==> src/verilog/scan_dma_pkg.sv <==
// shared constants for the converter scan and dma address block
package scan_dma_pkg;
	localparam int ADDR_W = 12;
	localparam int DATA_W = 32;
	localparam int NUM_INPUTS = 32;
	localparam int INDEX_W = 5;
	localparam int DMA_ADDR_W = 11;
	localparam int RESULT_W = 12;
	// register byte offsets
	localparam logic [ADDR_W-1:0] OFS_CONTROL_ONE = 12'h000;
	localparam logic [ADDR_W-1:0] OFS_CONTROL_TWO = 12'h004;
	localparam logic [ADDR_W-1:0] OFS_SCAN_LOW = 12'h008;
	localparam logic [ADDR_W-1:0] OFS_SCAN_HIGH = 12'h00C;
	localparam logic [ADDR_W-1:0] OFS_DMA_CONFIG = 12'h010;
	localparam logic [ADDR_W-1:0] OFS_STATUS = 12'h014;
	localparam logic [ADDR_W-1:0] OFS_IRQ_MASK = 12'h018;
	localparam logic [ADDR_W-1:0] OFS_POINTER = 12'h01C;
	// field positions
	localparam int BIT_BUILD_MODE = 12;
	localparam int BIT_ENABLE = 15;
	localparam int BIT_SOURCE_SEL = 0;
	localparam int SPI_LSB = 2;
	localparam int SPI_MSB = 5;
	localparam int BUFSIZE_LSB = 0;
	localparam int BUFSIZE_MSB = 2;
	localparam int ST_SEQ_DONE = 0;
	localparam int ST_DMA_REQ = 1;
	localparam int ST_NO_INPUT = 2;
	// reset values
	localparam logic [15:0] RST_CONTROL = 16'h0000;
	localparam logic [15:0] RST_SCAN = 16'h0000;
	localparam logic [2:0] RST_STATUS = 3'h0;
	// number of inputs that have a physical pin
	localparam logic [INDEX_W:0] PINNED_INPUTS = 6'h12;
	// axi responses
	localparam logic [1:0] RESP_OKAY = 2'h0;
	localparam logic [1:0] RESP_SLVERR = 2'h2;
	typedef enum logic [3:0] {
		SCAN_IDLE = 4'b0001,
		SCAN_PICK = 4'b0010,
		SCAN_CONVERT = 4'b0100,
		SCAN_STORE = 4'b1000
	} scan_state_type;
endpackage

==> src/verilog/scan_picker.sv <==
// finds the next selected input at or after a start index
`timescale 1ns/100ps
module scan_picker (
	// selection
	input wire logic [31:0] scan_bits,
	input wire logic [4:0] start_index,
	// result
	output logic found,
	output logic [4:0] pick_index,
	output logic wrapped
);
	logic [5:0] probe;
	always_comb begin
		found = 1'b0;
		pick_index = 5'h0;
		wrapped = 1'b0;
		probe = 6'h0;
		for (int k = 31; k >= 0; k--) begin
			probe = 6'(start_index) + 6'(k);
			if (scan_bits[probe[4:0]]) begin
				found = 1'b1;
				pick_index = probe[4:0];
				wrapped = probe[5];
			end
		end
	end
endmodule

==> src/verilog/dma_address_gen.sv <==
// dma buffer address from conversion order or input index
`timescale 1ns/100ps
module dma_address_gen
	import scan_dma_pkg::*;
(
	// configuration
	input wire logic build_mode,
	input wire logic [2:0] buffer_size_log2,
	// position
	input wire logic [INDEX_W-1:0] input_index,
	input wire logic [DMA_ADDR_W-1:0] order_pointer,
	input wire logic [DMA_ADDR_W-1:0] slot_pointer,
	// address
	output logic [DMA_ADDR_W-1:0] dma_address
);
	always_comb begin
		if (build_mode) begin
			dma_address = order_pointer;
		end else begin
			dma_address = DMA_ADDR_W'((DMA_ADDR_W'(input_index) << buffer_size_log2)
				+ slot_pointer);
		end
	end
endmodule

==> src/verilog/adc_scan_dma_interface.sv <==
// converter scan sequencing, dma request and dma address logic
// Summary of operation
// - either of the two converters can be chosen as the dma request source
// - chosen converter's flag setting after every samples_per_increment plus one stored results issues one dma request
// - samples_per_increment sits at bits 5 to 2 of control two
// - build mode one places results sequentially in conversion order
// - conversion order address equals the non-dma result buffer address
// - build mode zero places results in scatter/gather fashion
// - scatter/gather address comes from input index and buffer size
// - scan converts inputs whose select bit is one, skips zeros
// - upper scan register bit x selects input x, 16 to 31
// - lower scan register bit x selects input x, 0 to 15
// - all upper bits writable; unpinned selected inputs convert low reference
// - all lower bits writable; unpinned selected inputs convert low reference
//
// Implementation choices: the register offsets and register access over AXI4-Lite.
`timescale 1ns/100ps
module adc_scan_dma_interface
	import scan_dma_pkg::*;
(
	// clock and reset
	input wire logic clk,
	input wire logic rst_n,
	// axi4-lite slave
	input wire logic [scan_dma_pkg::ADDR_W-1:0] s_axi_awaddr,
	input wire logic s_axi_awvalid,
	output logic s_axi_awready,
	input wire logic [scan_dma_pkg::DATA_W-1:0] s_axi_wdata,
	input wire logic [3:0] s_axi_wstrb,
	input wire logic s_axi_wvalid,
	output logic s_axi_wready,
	output logic [1:0] s_axi_bresp,
	output logic s_axi_bvalid,
	input wire logic s_axi_bready,
	input wire logic [scan_dma_pkg::ADDR_W-1:0] s_axi_araddr,
	input wire logic s_axi_arvalid,
	output logic s_axi_arready,
	output logic [scan_dma_pkg::DATA_W-1:0] s_axi_rdata,
	output logic [1:0] s_axi_rresp,
	output logic s_axi_rvalid,
	input wire logic s_axi_rready,
	// converter core
	input wire logic conv_trigger,
	output logic conv_start,
	output logic [scan_dma_pkg::INDEX_W-1:0] conv_channel,
	output logic conv_low_reference,
	input wire logic conv_done,
	input wire logic [scan_dma_pkg::RESULT_W-1:0] conv_result,
	// dma channel
	output logic converter1_irq_flag,
	output logic converter2_irq_flag,
	output logic dma_request,
	output logic [scan_dma_pkg::DMA_ADDR_W-1:0] dma_address,
	output logic [scan_dma_pkg::RESULT_W-1:0] dma_data,
	// interrupt
	output logic irq
);
	import scan_dma_pkg::*;

	function automatic logic [15:0] merge16(input logic [15:0] old_v, input logic [31:0] wd,
		input logic [3:0] strb);
		merge16 = old_v;
		if (strb[0]) merge16[7:0] = wd[7:0];
		if (strb[1]) merge16[15:8] = wd[15:8];
	endfunction

	logic [15:0] control_one_ff;
	logic [15:0] control_two_ff;
	logic [15:0] scan_select_low_ff;
	logic [15:0] scan_select_high_ff;
	logic [2:0] buffer_size_ff;
	logic [2:0] status_ff;
	logic [2:0] irq_mask_ff;
	logic [DMA_ADDR_W-1:0] order_pointer_ff;
	logic [DMA_ADDR_W-1:0] slot_pointer_ff;
	logic [3:0] sample_count_ff;
	scan_state_type state_ff;
	logic [INDEX_W-1:0] index_ff;
	logic [2:0] trig_sync_ff;
	logic trig_last_ff;
	logic dma_request_ff;
	logic [DMA_ADDR_W-1:0] dma_address_ff;
	logic [RESULT_W-1:0] dma_data_ff;
	logic conv_start_ff;
	logic conv_low_ref_ff;

	// axi state
	logic aw_held_ff;
	logic w_held_ff;
	logic [ADDR_W-1:0] awaddr_ff;
	logic [DATA_W-1:0] wdata_ff;
	logic [3:0] wstrb_ff;
	logic bvalid_ff;
	logic [1:0] bresp_ff;
	logic rvalid_ff;
	logic [1:0] rresp_ff;
	logic [DATA_W-1:0] rdata_ff;

	logic wr_fire;
	logic rd_fire;
	logic [ADDR_W-1:0] wr_addr;
	logic [DATA_W-1:0] wr_data;
	logic [3:0] wr_strb;
	logic status_read;
	logic [31:0] scan_bits;
	logic pick_found;
	logic [INDEX_W-1:0] pick_index;
	logic pick_wrapped;
	logic [DMA_ADDR_W-1:0] gen_address;
	logic [3:0] samples_per_increment;
	logic buffer_build_mode;
	logic trig_rise;
	logic sample_stored;
	logic block_done;
	logic [2:0] status_set;
	logic wr_map_ok;

	assign samples_per_increment = control_two_ff[SPI_MSB:SPI_LSB];
	assign buffer_build_mode = control_one_ff[BIT_BUILD_MODE];
	assign scan_bits = {scan_select_high_ff, scan_select_low_ff};

	// write channel: address and data taken in either order
	assign s_axi_awready = !aw_held_ff && !bvalid_ff;
	assign s_axi_wready = !w_held_ff && !bvalid_ff;
	assign wr_addr = aw_held_ff ? awaddr_ff : s_axi_awaddr;
	assign wr_data = w_held_ff ? wdata_ff : s_axi_wdata;
	assign wr_strb = w_held_ff ? wstrb_ff : s_axi_wstrb;
	assign wr_fire = (aw_held_ff || (s_axi_awvalid && s_axi_awready))
		&& (w_held_ff || (s_axi_wvalid && s_axi_wready));
	assign wr_map_ok = wr_addr[1:0] == 2'h0 && wr_addr <= OFS_POINTER;

	always_ff @(posedge clk) begin
		if (!rst_n) begin
			aw_held_ff <= 1'b0;
			w_held_ff <= 1'b0;
			awaddr_ff <= '0;
			wdata_ff <= '0;
			wstrb_ff <= 4'h0;
		end else if (wr_fire) begin
			aw_held_ff <= 1'b0;
			w_held_ff <= 1'b0;
		end else begin
			if (s_axi_awvalid && s_axi_awready) begin
				aw_held_ff <= 1'b1;
				awaddr_ff <= s_axi_awaddr;
			end
			if (s_axi_wvalid && s_axi_wready) begin
				w_held_ff <= 1'b1;
				wdata_ff <= s_axi_wdata;
				wstrb_ff <= s_axi_wstrb;
			end
		end
	end

	always_ff @(posedge clk) begin
		if (!rst_n) begin
			bvalid_ff <= 1'b0;
			bresp_ff <= RESP_OKAY;
		end else if (wr_fire) begin
			bvalid_ff <= 1'b1;
			bresp_ff <= wr_map_ok ? RESP_OKAY : RESP_SLVERR;
		end else if (s_axi_bready) begin
			bvalid_ff <= 1'b0;
		end
	end
	assign s_axi_bvalid = bvalid_ff;
	assign s_axi_bresp = bresp_ff;

	// register writes; every scan bit stays writable regardless of pins
	always_ff @(posedge clk) begin
		if (!rst_n) begin
			control_one_ff <= RST_CONTROL;
			control_two_ff <= RST_CONTROL;
			scan_select_low_ff <= RST_SCAN;
			scan_select_high_ff <= RST_SCAN;
			buffer_size_ff <= 3'h0;
			irq_mask_ff <= 3'h0;
		end else if (wr_fire) begin
			case (wr_addr)
				OFS_CONTROL_ONE: control_one_ff <= merge16(control_one_ff, wr_data, wr_strb);
				OFS_CONTROL_TWO: control_two_ff <= merge16(control_two_ff, wr_data, wr_strb);
				OFS_SCAN_LOW: scan_select_low_ff <= merge16(scan_select_low_ff, wr_data,
					wr_strb);
				OFS_SCAN_HIGH: scan_select_high_ff <= merge16(scan_select_high_ff, wr_data,
					wr_strb);
				OFS_DMA_CONFIG: if (wr_strb[0]) buffer_size_ff <= wr_data[BUFSIZE_MSB:BUFSIZE_LSB];
				OFS_IRQ_MASK: if (wr_strb[0]) irq_mask_ff <= wr_data[2:0];
				default: ;
			endcase
		end
	end

	// read channel
	assign s_axi_arready = !rvalid_ff;
	assign rd_fire = s_axi_arvalid && s_axi_arready;
	assign status_read = rd_fire && s_axi_araddr == OFS_STATUS;

	always_ff @(posedge clk) begin
		if (!rst_n) begin
			rvalid_ff <= 1'b0;
			rresp_ff <= RESP_OKAY;
			rdata_ff <= '0;
		end else if (rd_fire) begin
			rvalid_ff <= 1'b1;
			rresp_ff <= RESP_OKAY;
			case (s_axi_araddr)
				OFS_CONTROL_ONE: rdata_ff <= {16'h0000, control_one_ff};
				OFS_CONTROL_TWO: rdata_ff <= {16'h0000, control_two_ff};
				OFS_SCAN_LOW: rdata_ff <= {16'h0000, scan_select_low_ff};
				OFS_SCAN_HIGH: rdata_ff <= {16'h0000, scan_select_high_ff};
				OFS_DMA_CONFIG: rdata_ff <= {29'h0, buffer_size_ff};
				OFS_STATUS: rdata_ff <= {29'h0, status_ff};
				OFS_IRQ_MASK: rdata_ff <= {29'h0, irq_mask_ff};
				OFS_POINTER: rdata_ff <= {5'h0, slot_pointer_ff, 5'h0, order_pointer_ff};
				default: begin
					rdata_ff <= '0;
					rresp_ff <= RESP_SLVERR;
				end
			endcase
		end else if (s_axi_rready) begin
			rvalid_ff <= 1'b0;
		end
	end
	assign s_axi_rvalid = rvalid_ff;
	assign s_axi_rresp = rresp_ff;
	assign s_axi_rdata = rdata_ff;

	// trigger pin synchroniser; a level counts once stages two and three agree
	always_ff @(posedge clk) begin
		if (!rst_n) begin
			trig_sync_ff <= 3'h0;
			trig_last_ff <= 1'b0;
		end else begin
			trig_sync_ff <= {trig_sync_ff[1:0], conv_trigger};
			if (trig_sync_ff[1] == trig_sync_ff[2]) trig_last_ff <= trig_sync_ff[2];
		end
	end
	assign trig_rise = trig_sync_ff[1] && trig_sync_ff[2] && !trig_last_ff;

	scan_picker u_picker (
		.scan_bits(scan_bits),
		.start_index(index_ff),
		.found(pick_found),
		.pick_index(pick_index),
		.wrapped(pick_wrapped)
	);

	// scan sequencer
	always_ff @(posedge clk) begin
		if (!rst_n) begin
			state_ff <= SCAN_IDLE;
			index_ff <= '0;
			conv_start_ff <= 1'b0;
			conv_low_ref_ff <= 1'b0;
		end else begin
			conv_start_ff <= 1'b0;
			case (state_ff)
				SCAN_IDLE: if (trig_rise && control_one_ff[BIT_ENABLE]) begin
					state_ff <= SCAN_PICK;
				end
				SCAN_PICK: if (pick_found && !pick_wrapped) begin
					index_ff <= pick_index;
					conv_low_ref_ff <= {1'b0, pick_index} >= PINNED_INPUTS;
					conv_start_ff <= 1'b1;
					state_ff <= SCAN_CONVERT;
				end else begin
					index_ff <= '0;
					state_ff <= SCAN_IDLE;
				end
				SCAN_CONVERT: if (conv_done) state_ff <= SCAN_STORE;
				SCAN_STORE: begin
					index_ff <= INDEX_W'(index_ff + 1'b1);
					state_ff <= (index_ff == 5'h1F) ? SCAN_IDLE : SCAN_PICK;
				end
				default: state_ff <= SCAN_IDLE;
			endcase
		end
	end
	assign conv_start = conv_start_ff;
	assign conv_channel = index_ff;
	assign conv_low_reference = conv_low_ref_ff;
	assign sample_stored = state_ff == SCAN_STORE;
	assign block_done = sample_stored && sample_count_ff == samples_per_increment;

	dma_address_gen u_addr (
		.build_mode(buffer_build_mode),
		.buffer_size_log2(buffer_size_ff),
		.input_index(index_ff),
		.order_pointer(order_pointer_ff),
		.slot_pointer(slot_pointer_ff),
		.dma_address(gen_address)
	);

	// sample counting and buffer pointers
	always_ff @(posedge clk) begin
		if (!rst_n) begin
			sample_count_ff <= 4'h0;
			order_pointer_ff <= '0;
			slot_pointer_ff <= '0;
		end else if (sample_stored) begin
			order_pointer_ff <= DMA_ADDR_W'(order_pointer_ff + 1'b1);
			if (block_done) begin
				sample_count_ff <= 4'h0;
				if (!buffer_build_mode) begin
					slot_pointer_ff <= DMA_ADDR_W'(slot_pointer_ff + 1'b1);
				end
			end else begin
				sample_count_ff <= sample_count_ff + 4'h1;
			end
		end
	end

	// dma request and payload: one pulse per flag setting
	always_ff @(posedge clk) begin
		if (!rst_n) begin
			dma_request_ff <= 1'b0;
			dma_address_ff <= '0;
			dma_data_ff <= '0;
		end else begin
			dma_request_ff <= block_done;
			if (sample_stored) begin
				dma_address_ff <= gen_address;
				dma_data_ff <= conv_result;
			end
		end
	end
	assign dma_request = dma_request_ff;
	assign dma_address = dma_address_ff;
	assign dma_data = dma_data_ff;
	assign converter1_irq_flag = dma_request_ff && !control_two_ff[BIT_SOURCE_SEL];
	assign converter2_irq_flag = dma_request_ff && control_two_ff[BIT_SOURCE_SEL];

	// sticky status, cleared by reading; set wins
	assign status_set = {sample_stored && conv_low_ref_ff, block_done, block_done};
	always_ff @(posedge clk) begin
		if (!rst_n) begin
			status_ff <= RST_STATUS;
		end else begin
			status_ff <= (status_read ? 3'h0 : status_ff) | status_set;
		end
	end
	assign irq = |(status_ff & irq_mask_ff);

	a_request_follows_block: assert property (@(posedge clk) disable iff (!rst_n)
		block_done |=> dma_request && (converter1_irq_flag ^ converter2_irq_flag))
		else $error("dma request missing after block");
	a_order_address_seq: assert property (@(posedge clk) disable iff (!rst_n)
		sample_stored && buffer_build_mode |=> dma_address == $past(order_pointer_ff))
		else $error("ordered address wrong");
	a_skip_unselected: assert property (@(posedge clk) disable iff (!rst_n)
		conv_start |-> scan_bits[conv_channel])
		else $error("unselected input converted");
	a_low_ref_unpinned: assert property (@(posedge clk) disable iff (!rst_n)
		conv_start |-> conv_low_reference == ({1'b0, conv_channel} >= PINNED_INPUTS))
		else $error("reference choice wrong");
	a_count_bound: assert property (@(posedge clk) disable iff (!rst_n)
		sample_stored |-> sample_count_ff <= samples_per_increment)
		else $error("sample count overflow");
	a_read_clears_irq: assert property (@(posedge clk) disable iff (!rst_n)
		status_read && status_set == 3'h0 |=> !irq)
		else $error("status read left irq high");
	a_single_request: assert property (@(posedge clk) disable iff (!rst_n)
		dma_request |=> !dma_request)
		else $error("request longer than a cycle");
	a_scatter_address: assert property (@(posedge clk) disable iff (!rst_n)
		sample_stored && !buffer_build_mode |=> dma_address ==
		DMA_ADDR_W'((DMA_ADDR_W'($past(index_ff)) << buffer_size_ff) + $past(slot_pointer_ff)))
		else $error("scatter address wrong");
endmodule

==> config.mk <==
export PLATFORM = sky130hd
export DESIGN_NAME = adc_scan_dma_interface
export DESIGN_NICKNAME = d
export VERILOG_FILES = /design/src/verilog/scan_dma_pkg.sv /design/src/verilog/scan_picker.sv /design/src/verilog/dma_address_gen.sv /design/src/verilog/adc_scan_dma_interface.sv
export SDC_FILE = /design/constraint.sdc
export NUM_CORES = 1
export LEC_CHECK = 0
export ABC_AREA = 1
export BUFFER_PORTS_ARGS = -buffer_cell sky130_fd_sc_hd__buf_2
export CORE_ASPECT_RATIO = 0.8
export CORE_UTILIZATION = 42
export CTS_CLUSTER_SIZE = 16
export DETAILED_ROUTE_END_ITERATION = 8
export HOLD_SLACK_MARGIN = 0.02
export MAX_ROUTING_LAYER = met4
export PLACE_DENSITY_LB_ADDON = 0.1
export SETUP_SLACK_MARGIN = 0.05
export SLEW_MARGIN = 5
export SYNTH_ARGS = -nofsm -noshare
export SYNTH_HDL_FRONTEND = slang
export SYNTH_SLANG_ARGS = --single-unit
==> constraint.sdc <==
create_clock -name clk -period 4.6 [get_ports clk]
set_input_delay 0.92 -clock clk [delete_from_list [all_inputs] [get_ports clk]]
set_output_delay 0.92 -clock clk [all_outputs]
set_load 0.03 [all_outputs]
Word level (Yosys, flattened, before mapping). Index checks and enable logic that the tools add are counted.

Add/subtract/negate cells: 36. Multipliers: 0. Div/mod/pow operators: 0. $lt $le $gt $ge: 34. Eq/ne operators: 21. Shifts and indexed selects: 1. Multiplexer cells: 181. Bitwise gates (word level): 5. Reduce and logical (&&, ||, !) cells: 50.

Operator list (number): $pmux 27 s8 (1); $lt 5x6->1 const B (32); $mux 5 (33); $bmux 1 s5 (32); $mux 1 (101); $add 5x5->6 const B (16); $eq 12x5->1 const B (6); $add 5x4->6 const B (8); $eq 12x4->1 const B (4); $reduce_and 3->1 (11); $add 5x3->6 const B (4); $eq 12x3->1 const B (2); $logic_not 12->1 (2); $add 11x1->11 const B (2); $logic_and 1x1->1 (16); $mux 16 (1); $pmux 4 s4 (1); $add 5x2->6 const B (2); $le 12x5->1 const B (1); $mux 12 (1); $mux 4 (3); $add 11x11->11 (1); $mux 11 (1); $shl 5x3->11 (1); 26 further kinds (46).

Flip-flop bits (word level): 208. Bits in latches: 0. RAM bits: 0. Memory bits (read-only): 0. Output and inout bits: 75. Memories: 0.

Depth between registers and ports, before layout. Gate-level depths: netlist of run 1.

Depth after elaboration: 39. Gate-level depth with buffers: 57. Depth with buffers taken out: 52.

Hierarchy. Synthesis of run 1 repeated with hierarchy kept, for this count alone.

Cell total of the unflattened synthesis: 2498. Area, all modules: 14875.5 sq um.

Modules (own cells, without submodules): adc_scan_dma_interface (times used 1, cells each 1352, area an instance 9220.1 sq um, sequential area each 4023.9 sq um); scan_picker (times used 1, cells each 968, area an instance 4778.3 sq um, sequential area each 0.0 sq um); dma_address_gen (times used 1, cells each 178, area an instance 877.1 sq um, sequential area each 0.0 sq um).

Worst setup path before layout of run 1. Ideal clock, no wire load.

Path kind: register -> register. From: reg index_ff[0], in the netlist conv_channel[0]. To: reg index_ff[3], in the netlist conv_channel[3]. Data arrival time: 4588 ps. Data required time: 4485 ps. Slack: -103 ps. Stages on the path, launching flop included: 55. Path buffers: 6. Clock period less this slack: 4703 ps. Path through: dfxtp_1 -> buf_6 -> inv_2 -> buf_2 -> buf_1 -> clkbuf_1 -> ha_1 -> buf_4 -> inv_1 -> buf_2 -> nand3_1 -> nand3_1 -> nand3_1 -> nand3_2 -> nand2_4 -> nor2_4 -> and2_1 -> nand2_1 -> [... 19 more ...] -> nand2_1 -> nand2_1 -> nand2_1 -> nand2_1 -> nand2_1 -> nand2_1 -> nand2_1 -> nand2_1 -> nand2_1 -> nand2_1 -> nand2_1 -> nand2_1 -> nand2_1 -> nand2_1 -> nand2_1 -> nand2_1 -> nor2_1 -> o21a_1.

Longest elaborated chain between the ends: 39. Elaborated cells between the ends (all ways): 196. Those cells by class: 32 x add/sub; 162 x mux; 2 x reduce/logical.

Ends and longest elaborated chain: from (decl) (line adc_scan_dma_interface.sv:78) `logic [INDEX_W-1:0] index_ff;`; from (signal assigned) (line adc_scan_dma_interface.sv:262) `index_ff <= pick_index;`; from (signal assigned) (line adc_scan_dma_interface.sv:272) `index_ff <= INDEX_W'(index_ff + 1'b1);`; $add 5x5->6 (line scan_picker.sv:19) `probe = 6'(start_index) + 6'(k);`; $bmux 1 s5 (line scan_picker.sv:20) `if (scan_bits[probe[4:0]]) begin`; $mux 1 (implied by the code) (line scan_picker.sv:20); $mux 1 (32 in series) (line scan_picker.sv:20); $logic_not 1->1 (line adc_scan_dma_interface.sv:261) `SCAN_PICK: if (pick_found && !pick_wrapped) begin`; $logic_and 1x1->1 (line adc_scan_dma_interface.sv:261); $mux 5 (line adc_scan_dma_interface.sv:261); $pmux 5 s2 (*) (line adc_scan_dma_interface.sv:257) `case (state_ff)`.

Every way passes the cells marked *; elsewhere a longest branch is shown, timed or not. The select of a mux whose other input is x is not followed. A chain may end at the register's enable or synchronous reset.

Worst setup path after layout of run 1.
From: reg index_ff[1], in the netlist conv_channel[1]. To: reg index_ff[0], in the netlist conv_channel[0].

Longest elaborated chain between the ends: 39. Elaborated cells between the ends (all ways): 195. Those cells by class: 31 x add/sub; 162 x mux; 2 x reduce/logical.

Ends and longest elaborated chain (line): $add 5x5->6 (scan_picker.sv:19); $bmux 1 s5 (scan_picker.sv:20); $mux 1 (implied by the code) (scan_picker.sv:20); $mux 1 (32 in series) (scan_picker.sv:20); $logic_not 1->1 (adc_scan_dma_interface.sv:261); $logic_and 1x1->1 (adc_scan_dma_interface.sv:261); $mux 5 (*) (adc_scan_dma_interface.sv:261); $pmux 5 s2 (*) (adc_scan_dma_interface.sv:257).

Marked as above.

==> summary.txt, run 1 <==
Clocking
  • CTS Buf Count: 20
  • CTS Buffer Depth: 3
  • H-tree depth: 1
  • CTS tree: built
  • Reg clk slew, reported paths: about 0.06 ns
  • # hold bufs at CTS: 0
  • Root buf cell: clkbuf_16
  • CTS sink count: 201
  • Later-pin clock latency in the skew report: 0.50 ns

Drt
  • Drt wl/cell: 17.9 um
  • DRC viols: 0
  • DRT Wirelength: 49,200 um
  • DRT Pass-1 Iters: 8
  • Vias: ~15,000
  • Routed Antenna Nets: 0
  • Vias per inst: between 5 and 6
  • Initial DRC count: 1,403

Cells and area
  • # diodes: 0
  • Final nets: about 2,400
  • Core Util, Final: between 50% and 60%
  • Ratio of cells with drive above 1 in the final layout: about 14%
  • # fillers: 3,303
  • P&R area growth vs syn: 16.1%

Timing
  • Slew HR: between 20 and 30%
  • Final Skew: between 0.008 and 0.009 ns
  • Final Critical Period: 4.23 ns
  • Setup TNS: 0 ns
  • Fin. Hold Viols: 0
  • Slew @ Worst Pin: 1.06 ns
  • Setup Viol. Count Final: 0
  • Fin. max-slew vios: 0
  • Final worst-path cycle share: between 90% and 100%
  • F_max: about 0.24 GHz
  • Hold_ws: approximately 0.44 ns
  • RSZ-0062 raised after global routing: yes

Setup path
  • Crit-path most repeated cell: nand2_1
  • Setup crit start kind: flop
  • CP max stage cell: dfxtp_4
  • Endpoint class of the critical path: flop
  • Max FO, Critical Path: 6
  • Critical path required time: approximately 5.0 ns
  • Critical path class: reg2reg
  • CP max stage delay: 0.38 ns
  • Worst path arrival time: between 4 and 5 ns

Global routing
  • Vias in the first global route: ~13,000
  • First-pass GRT wire length: approximately 75,000 um
  • Grt total ovfl: 0
  • GR Util All Layers: roughly 30%
  • Grt met3 use: under 10%
  • Largest net degree at the start of global routing: 86
  • Gr busiest metal: met1
  • Grt met1 use: between 40 and 50%
  • Global routing usage on met2: 41.6%
  • Initial antenna violation count: 0

Power
  • Combinational power share: 8.0%
  • Net Sw Frac: around 25%
  • Leak: around 0.007 uW
  • Sw power: roughly 930 uW
  • Sequential cell fraction of total power: between 40 and 50%
  • Pwr/cell area: 239 nW/um^2
  • Worst vdd ir: approximately 0.23 mV
  • Clock network power share: ~44%
  • Internal: roughly 2900 uW

Yosys
  • Mapped Avg Cell Area: between 6 and 7 um^2
  • Netlist cell types: 58
  • Syn. warnings: 0
  • Seq cells post-synth: 201
  • Synth Cell Area: 13,700 um^2
  • Mapped Cells: 2,200
  • Seq/Total Area, Yosys: between 20% and 30%

Placement
  • Hpwl dp: about 37,000 um
  • GPL Wtd Cong: about 1.0
  • # port buffers: 130

Worst hold path
  • Worst min path class: reg2reg

Floorplanning
  • Die H: roughly 160 um
  • Starting Density: ~43%
  • # IOs: roughly 160
  • Die width: 204 um
  • Die ar.: around 33,000 um^2
  • Row count: 58
  • Core area: around 32,000 um^2

Status
  • Outcome: finished, final reports clean

Run
  • Number of max-cap violations: 0
[cells in the final DEF (no fill, tap or decap), drive strengths merged, types with 5 or more instances in the layout]
cell    Yosys  routed
buf        40     208
clkinv      5       8
nor3       23      23
nand4       9       9
a31oi      19      19
a211oi      6       6
o21a        8       8
or2         6       6
nor2      162     162
dfxtp     201     201
xnor2       5       5
xor2       23      23
nor4       14      14
o211ai      5       5
nand2     491     491
a21oi     284     284
nand3     228     228
clkbuf     78      30
o21ai     220     220
ha         33      33
o31ai      11      11
o22ai      38      38
inv       266     266
conb        1       7
[routing by layer]
layer	vias up	wire length (um)
met5	-	0
met4	0	670
met3	51	4540
met2	614	20000
met1	7069	24000
li1	7524	-
[per-stage QoR]
step | instance area (um^2) | instances | power (uW) | worst slack [ns]
after CTS | 15500 | 2744 | 3820 | 0.105
after global placement | 14800 | 2710 | 2140 | 0.169
after detailed placement | 14800 | 2710 | 2150 | 0.149
final | 15900 | 2750 | 3790 | 0.366
after global routing | 15900 | 2750 | 3930 | 0.0223
after floorplan | 13700 | 2206 | 2050 | 0.0691
[power groups by stage]
stage	Clock, uW	Combinational, uW	Sequential, uW
2_1_floorplan	0	203	1840
3_3_place_gp	0	294	1850
3_5_place_dp	0	301	1850
4_1_cts	1710	303	1810
5_1_grt	1780	341	1810
6_report	1670	303	1810
[area by class of cell]
type | instances | area, um^2 | area share (%)
tap | 420 | 526 | 3.31
inverter | 271 | 1040 | 6.55
clock inverter | 4 | 45.0 | 0.284
timing repair buffer | 208 | 1280 | 8.10
multi-input combinational | 1616 | 8320 | 52.4
sequential | 201 | 4030 | 25.4
clock buffer | 30 | 619 | 3.90
[what timing repair did]
action	CTS	global route
setup buffers	0	6
endpoints found under the hold margin	0	0
resized for setup	0	69
endpoints found under the setup margin	0	9
[cell usage after synthesis, drive strengths merged]
master  instances  share of area [%]
nand2         491                 14
a21oi         284                 11
inv           266                7.3
nand3         228                8.8
o21ai         220                8.1
dfxtp         201                 29
nor2          162                4.5
clkbuf         78                2.1
buf            40                2.0
o22ai          38                1.7
ha             33                3.0
nor3           23               0.84
xor2           23                1.9
a31oi          19               0.87
nor4           14               0.64
o31ai          11               0.60
nand4           9               0.41
o21a            8               0.45
a211oi          6               0.33
or2             6               0.27
clkinv          5               0.15
o211ai          5               0.27
xnor2           5               0.38
nor3b           3               0.16
o21bai          3               0.16
o221ai          3               0.19
o41ai           3               0.19
a31o            2               0.13
a32oi           2               0.13
a22oi           1              0.055
and2            1              0.046
and3            1              0.046
conb            1              0.027
fa              1               0.15
mux2i           1              0.073
nand3b          1              0.055
or3             1              0.046
or4             1              0.055
[final timing paths]
path / from / to / slack, ns / cells past startpoint
min: trig_sync_ff[0]$_SDFF_PN0_ / trig_sync_ff[1]$_SDFF_PN0_ / 0.44 / 2
max: conv_channel[1]$_SDFFE_PN0P_ / conv_channel[0]$_SDFFE_PN0P_ / 0.37 / 35
max reg2reg: conv_channel[1]$_SDFFE_PN0P_ / conv_channel[0]$_SDFFE_PN0P_ / 0.37 / 35
min reg2reg: trig_sync_ff[0]$_SDFF_PN0_ / trig_sync_ff[1]$_SDFF_PN0_ / 0.44 / 2
[sequential cells by signal, indices dropped and copies added (netlist names), 2 cells and up]
name and cells:
buffer_size_ff 3, awaddr_ff 12, order_pointer_ff 11, slot_pointer_ff 11, status_ff 3, s_axi_rdata 27, conv_channel 5, trig_sync_ff 3
dma_data 12, state_ff 4, wstrb_ff 2, control_one_ff 16, wdata_ff 16, dma_address 11, scan_select_high_ff 16, control_two_ff 16
sample_count_ff 4, scan_select_low_ff 16, irq_mask_ff 3
[critical path: cells and delay by family, from the launching register on]
family,cells,cell delay (ns)
buffers and inverters,2,0.29
xor gates and xnor gates,1,0.23
and+or+nand+nor,20,1.69
DFF,1,0.38
adders and majority gates,1,0.25
AOI/OAI and AO/OA,11,1.32
[kinds of logic after synthesis]
group                    count (synthesis)  share of synthesized area (%)
AO/OA/AOI/OAI                          605                           23.7
XOR/XNOR                                28                           2.32
adder cells (fa/ha/maj)                 34                           3.17
buffers and inverters                  389                           11.7
flip-flops                             201                           29.5
multiplexers                             1                         0.0733
other                                    1                         0.0275
AND/OR/NAND/NOR                        941                           29.6
Note: power is estimated with default switching activity, not from simulation.
==> run 2: changes to the inputs <==
--- a/constraint.sdc
+++ b/constraint.sdc
@@ -3,2 +3,2 @@
 set_output_delay 0.92 -clock clk [all_outputs]
-set_load 0.03 [all_outputs]
+set_load 0.01 [all_outputs]
==> summary.txt, run 2 (synthesis results as in run 1) <==
Setup path
  • Worst path arrival time: 4.60 ns (was 4.66 ns)
  • Critical path class: reg2reg (unchanged)
  • CP max stage cell: dfxtp_4 (unchanged)
  • CP max stage delay: 0.40 ns (was 0.38 ns)
  • Critical path required time: 5.00 ns (was 5.03 ns)
  • Max FO, Critical Path: 7 (was 6)
  • Crit-path most repeated cell: nand2_1 (unchanged)
  • Setup crit start kind: flop (unchanged)
  • R2R cell count: 43 (was 35)
  • Endpoint class of the critical path: flop (unchanged)

Power
  • Leak: 0.00718 uW (was 0.00697 uW)
  • Worst vdd ir: 0.260 mV (was 0.227 mV)
  • Pwr/cell area: 232 nW/um^2 (was 239 nW/um^2)

Drt
  • DRT Pass-1 Iters: 6 (was 8)
  • Drt wl/cell: 18.4 um (was 17.9 um)
  • Vias: 15,300 (about the same)
  • Initial DRC count: 1,561 (was 1,403)
  • DRC viols: 0 (unchanged)
  • DRT Wirelength: 50,900 um (was 49,200 um)
  • Vias per inst: 5.53 (was 5.55)
  • Routed Antenna Nets: 0 (unchanged)

Timing
  • Fin. max-slew vios: 0 (unchanged)
  • RSZ-0062 raised after global routing: yes (unchanged)
  • Slew @ Worst Pin: 1.15 ns (was 1.06 ns)
  • Hold_ws: 0.435 ns (was 0.439 ns)
  • Final Critical Period: 4.20 ns (was 4.23 ns)
  • Final Skew: 0.00950 ns (was 0.00899 ns)
  • Slew HR: 22.2% (was 29.6%)
  • F_max: 0.238 GHz (was 0.236 GHz)
  • Setup TNS: 0 ns (unchanged)
  • Fin. Hold Viols: 0 (unchanged)
  • Final worst-path cycle share: 91.4% (was 92.0%)
  • Setup Viol. Count Final: 0 (unchanged)

Cells and area
  • Most common cell after layout, fill and taps aside: nand2_1 (unchanged)
  • Most frequent cells in the layout: nand2_1, a21oi_1, inv_1 (unchanged)
  • P&R area growth vs syn: 20.5% (was 16.1%)
  • # fillers: 3,230 (was 3,303)
  • Ratio of cells with drive above 1 in the final layout: 17.2% (was 14.4%)
  • # diodes: 0 (unchanged)
  • Final nets: 2,450 (was 2,433)
  • Largest register FFs: 27 (unchanged)

Global routing
  • Grt total ovfl: 0 (unchanged)
  • Grt met1 use: 45.5% (was 44.3%)
  • Gr busiest metal: met1 (unchanged)
  • Grt met3 use: 5.41% (was 6.11%)
  • First-pass GRT wire length: 76,400 um (was 75,300 um)
  • Global routing usage on met2: 42.2% (was 41.6%)
  • GR Util All Layers: 30.5% (was 29.9%)
  • Largest net degree at the start of global routing: 73 (was 86)
  • Initial antenna violation count: 0 (unchanged)
  • Vias in the first global route: 13,300 (about the same)

Status
  • Outcome: finished, final reports clean (unchanged)

Floorplanning
  • # IOs: 156 (unchanged)
  • Row count: 58 (unchanged)
  • Die H: 163 um (unchanged)
  • Die ar.: 33,300 um^2 (unchanged)
  • Starting Density: 43.1% (unchanged)
  • Die width: 204 um (unchanged)
  • Core area: 31,700 um^2 (unchanged)

Clocking
  • H-tree depth: 1 (unchanged)
  • CTS Buf Count: 20 (unchanged)
  • Root buf cell: clkbuf_16 (unchanged)
  • Reg clk slew, reported paths: 0.07 ns (was 0.06 ns)
  • CTS sink count: 201 (unchanged)
  • CTS tree: built (unchanged)
  • Later-pin clock latency in the skew report: 0.51 ns (was 0.50 ns)
  • CTS Buffer Depth: 3 (unchanged)
  • # hold bufs at CTS: 0 (unchanged)

Placement
  • GPL Wtd Cong: 1.05 (was 1.03)
  • # port buffers: 130 (unchanged)
  • Hpwl dp: 38,000 um (was 37,300 um)

Worst hold path
  • Worst min path class: reg2reg (unchanged)
  • Cell depth of the worst min-delay path: 2 (unchanged)

Run
  • Number of max-cap violations: 0 (unchanged)
## run 2: cell types whose count changed in the layout (fill, tap and decap cells not counted), moves of 4 or more
| cell | delta |
|---|---|
| nand3_2 | +26 |
| clkinvlp_4 | +4 |
| buf_4 | +6 |
| a31oi_1 | -4 |
| buf_12 | +6 |
| nand3_1 | -33 |
| ha_1 | -4 |
| a31oi_2 | +4 |
| nand3_4 | +7 |
## run 2: worst paths after layout
path | from | to | slack [ns]
setup / recovery | conv_channel[2]$_SDFFE_PN0P_ | conv_channel[3]$_SDFFE_PN0P_ | 0.40
hold / removal | trig_sync_ff[0]$_SDFF_PN0_ | trig_sync_ff[1]$_SDFF_PN0_ | 0.43
setup reg to reg | conv_channel[2]$_SDFFE_PN0P_ | conv_channel[3]$_SDFFE_PN0P_ | 0.40
hold reg to reg | trig_sync_ff[0]$_SDFF_PN0_ | trig_sync_ff[1]$_SDFF_PN0_ | 0.43
## run 2: critical path: cells and delay by family (launching register included)
family	cells	cell delay, ns
and+or+nand+nor	36	2.51
adders and majority gates	1	0.34
buffers and inverters	3	0.46
DFF	1	0.40
AOI/OAI and AO/OA	3	0.37
## run 2: final cells by class
type	instances	area (um^2)	share of cell area [%]
clock buffers	27	598	3.63
clock inverters	8	98.8	0.600
inverters	271	1070	6.48
multi-input cells	1616	8600	52.2
flip-flops and latches	201	4040	24.5
well taps	420	526	3.19
repair buffers	224	1530	9.29
repair inverters	1	7.51	0.0456
## run 2: through the flow
step / power [uW] / instances / setup WS, ns / cell area, um^2 / utilization, %
after floorplan: 2030 / 2206 / 0.109 / 13700 / -
after global placement: 2130 / 2709 / 0.218 / 14900 / 46.9
after detailed placement: 2130 / 2709 / 0.228 / 14900 / 46.9
after CTS: 3850 / 2744 / 0.184 / 15600 / 49.1
after global routing: 3970 / 2768 / 0.0199 / 16500 / 51.9
final: 3820 / 2768 / 0.397 / 16500 / 51.9
## run 2: repair_timing
| action | 4_1_cts | 5_1_grt |
|---|---|---|
| setup endpoints to repair | 0 | 9 |
| setup buffers | 0 | 21 |
| gates resized for setup | 0 | 149 |
## run 2: layer usage
| layer | vias to the layer above | routed length [um] |
|---|---|---|
| met3 | 60 | 4630 |
| met2 | 641 | 20400 |
| met4 | 0 | 778 |
| met5 | - | 0 |
| li1 | 7578 | - |
| met1 | 7023 | 25100 |
## run 2: power by group
part / internal (uW) / switching (uW) / total, uW
registers: 1780 / 27.5 / 1810
clock network: 1030 / 702 / 1730
logic: 88.9 / 196 / 285
==> run 3: changes to the inputs <==
CELL_PAD_IN_SITES_DETAIL_PLACEMENT = 2   (was unset)
CELL_PAD_IN_SITES_GLOBAL_PLACEMENT = 2   (was unset)
CORE_UTILIZATION = 29   (was 42)
PLACE_DENSITY_LB_ADDON = 0.3   (was 0.1)
==> summary.txt, run 3 (synthesis results as in run 1) <==
Setup path
  • Critical path class: reg2reg (unchanged)
  • R2R cell count: 41 (was 43)
  • CP max stage cell: dfxtp_4 (unchanged)
  • CP bufs+invs: 2 (was 3)
  • FF-to-FF Start: conv_channel[0]$_SDFFE_PN0P_ (was conv_channel[2]$_SDFFE_PN0P_)
  • Endpoint class of the critical path: flop (unchanged)
  • Worst R2R End: conv_channel[4]$_SDFFE_PN0P_ (was conv_channel[3]$_SDFFE_PN0P_)
  • CP max stage delay: 0.43 ns (was 0.40 ns)
  • Critical path required time: 5.02 ns (was 5.00 ns)
  • Worst path arrival time: 4.94 ns (was 4.60 ns)
  • Setup crit start kind: flop (unchanged)
  • Crit path max-delay family: simple AND/OR/NAND/NOR gates (unchanged)
  • Reg2Reg Setup Slack: 0.08 ns (was 0.40 ns)
  • Max FO, Critical Path: 8 (was 7)
  • Crit-path most repeated cell: nand2_1 (unchanged)

Timing
  • Final Critical Period: 4.52 ns (was 4.20 ns)
  • Setup Viol. Count Final: 0 (unchanged)
  • F_max: 0.221 GHz (was 0.238 GHz)
  • Slew HR: 16.3% (was 22.2%)
  • Final worst-path cycle share: 98.3% (was 91.4%)
  • Fin. max-slew vios: 0 (unchanged)
  • Slew @ Worst Pin: 1.24 ns (was 1.15 ns)
  • Hold_ws: 0.445 ns (was 0.435 ns)
  • RSZ-0062 raised after global routing: yes (unchanged)
  • Fin. Hold Viols: 0 (unchanged)
  • Final Skew: 0.0199 ns (was 0.00950 ns)

Power
  • Leak: 0.00754 uW (was 0.00718 uW)
  • Pwr/cell area: 232 nW/um^2 (about the same)
  • Sequential cell fraction of total power: 44.4% (was 47.3%)
  • Clock network power share: 47.8% (was 45.2%)
  • Final Power: 4060 uW (was 3820 uW)
  • Worst vdd ir: 0.217 mV (was 0.260 mV)
  • Sw power: 1060 uW (was 926 uW)
  • Combinational power share: 7.8% (was 7.5%)
  • Internal: 3010 uW (was 2900 uW)
  • Net Sw Frac: 26.0% (was 24.2%)

Run
  • Number of max-cap violations: 0 (unchanged)

Drt
  • Routed Antenna Nets: 0 (unchanged)
  • DRT Wirelength: 68,300 um (was 50,900 um)
  • DRT Pass-1 Iters: 5 (was 6)
  • DRC viols: 0 (unchanged)
  • Drt wl/cell: 22.8 um (was 18.4 um)
  • Initial DRC count: 1,024 (was 1,561)
  • Vias per inst: 5.49 (was 5.53)
  • Vias: 16,500 (was 15,300)

Global routing
  • Largest net degree at the start of global routing: 98 (was 73)
  • Vias in the first global route: 16,800 (was 13,300)
  • GR Util All Layers: 26.8% (was 30.5%)
  • First-pass GRT wire length: 98,200 um (was 76,400 um)
  • Grt total ovfl: 0 (unchanged)
  • Initial antenna violation count: 0 (unchanged)

Floorplanning
  • # IOs: 156 (unchanged)
  • Starting Density: 29.7% (was 43.1%)
  • Die H: 196 um (was 163 um)
  • Die width: 245 um (was 204 um)
  • Row count: 70 (was 58)
  • Core area: 46,100 um^2 (was 31,700 um^2)
  • Die ar.: 48,000 um^2 (was 33,300 um^2)

Cells and area
  • Largest register FFs: 27 (unchanged)
  • Most frequent cells in the layout: nand2_1, a21oi_1, inv_1 (unchanged)
  • Ratio of cells with drive above 1 in the final layout: 20.0% (was 17.2%)
  • Fin cells: 2,997 (was 2,768)
  • Most common cell after layout, fill and taps aside: nand2_1 (unchanged)
  • Final nets: 2,485 (was 2,450)
  • # diodes: 0 (unchanged)
  • # fillers: 5,591 (was 3,230)
  • P&R area growth vs syn: 28.2% (was 20.5%)

Status
  • Outcome: finished, final reports clean (unchanged)

Worst hold path
  • Hold Crit Endpoint: trig_sync_ff[1]$_SDFF_PN0_ (unchanged)
  • Worst min path class: reg2reg (unchanged)
  • Cell depth of the worst min-delay path: 2 (unchanged)
  • Min-delay src: trig_sync_ff[0]$_SDFF_PN0_ (unchanged)

Clocking
  • CTS Buf Count: 22 (was 20)
  • CTS Buffer Depth: 3 (unchanged)
  • Later-pin clock latency in the skew report: 0.53 ns (was 0.51 ns)
  • Root buf cell: clkbuf_16 (unchanged)
  • Reg clk slew, reported paths: 0.07 ns (about the same)
  • CTS tree: built (unchanged)
  • H-tree depth: 1 (unchanged)
  • CTS sink count: 201 (unchanged)
  • # hold bufs at CTS: 0 (unchanged)

Placement
  • DP Cell Count: 2,914 (was 2,709)
  • # port buffers: 130 (unchanged)
  • Hpwl dp: 48,200 um (was 38,000 um)
  • GPL Wtd Cong: 0.949 (was 1.05)
## run 3: how the worst max path moves through the flow
stage | startpoint | end | slack (ns) | cells after the start
5_1_grt | conv_channel[1]$_SDFFE_PN0P_ | conv_channel[1]$_SDFFE_PN0P_ | -0.19 | 47
2_1_floorplan | conv_channel[0]$_SDFFE_PN0P_ | conv_channel[3]$_SDFFE_PN0P_ | 0.11 | 54
3_3_place_gp | conv_channel[2]$_SDFFE_PN0P_ | conv_low_reference$_SDFFE_PN0P_ | 0.20 | 41
6_report | conv_channel[0]$_SDFFE_PN0P_ | conv_channel[4]$_SDFFE_PN0P_ | 0.08 | 41
3_5_place_dp | conv_channel[1]$_SDFFE_PN0P_ | conv_channel[3]$_SDFFE_PN0P_ | 0.13 | 49
4_1_cts | conv_channel[2]$_SDFFE_PN0P_ | conv_low_reference$_SDFFE_PN0P_ | 0.05 | 41
## run 3: layout make-up
cell class                      instances  area, um^2  share of cell area [%]
Multi-Input combinational cell       1616        8960                    51.2
Sequential cell                       201        4040                    23.0
Timing Repair Buffer                  258        1910                    10.9
Inverter                              271        1060                    6.07
Tap cell                              612         766                    4.37
Clock buffer                           27         621                    3.54
Clock inverter                         12         155                   0.886
## run 3: what timing repair did
item                                    in CTS  in global routing
endpoints found under the setup margin       0                  9
gates resized for setup                      0                208
setup buffers                                0                 39
## run 3: per-layer routing
metal	global-route usage [%]	up-vias	wire, um
li1	-	7649	-
met1	37.1	8295	32200
met2	41.6	405	31400
met3	3.58	113	3120
met4	5.05	0	1600
met5	-	-	0
## run 3: through the flow
step / TNS (ns) / utilization [%] / instance area, um^2 / setup WS [ns]
3_3_place_gp: 0 / 33.1 / 15300 / 0.204
6_report: 0 / 38.0 / 17500 / 0.0797
3_5_place_dp: 0 / 33.1 / 15300 / 0.126
2_1_floorplan: 0 / - / 13700 / 0.109
4_1_cts: 0 / 34.8 / 16000 / 0.0548
5_1_grt: -1.04 / 38.0 / 17500 / -0.195
## run 3: tightest hold or removal path, stage by stage (launching register included)
cell and delay, ns:
dfxtp_1 0.30, nand2_1 0.06, inv_1 0.04
## run 3: power by group through the flow
stage / Sequential (uW) / Combinational [uW] / Clock [uW]
floorplan: 1840 / 192 / 0
global placement: 1840 / 299 / 0
detailed placement: 1840 / 316 / 0
CTS: 1810 / 322 / 1980
global route: 1810 / 359 / 2060
finish: 1800 / 319 / 1940
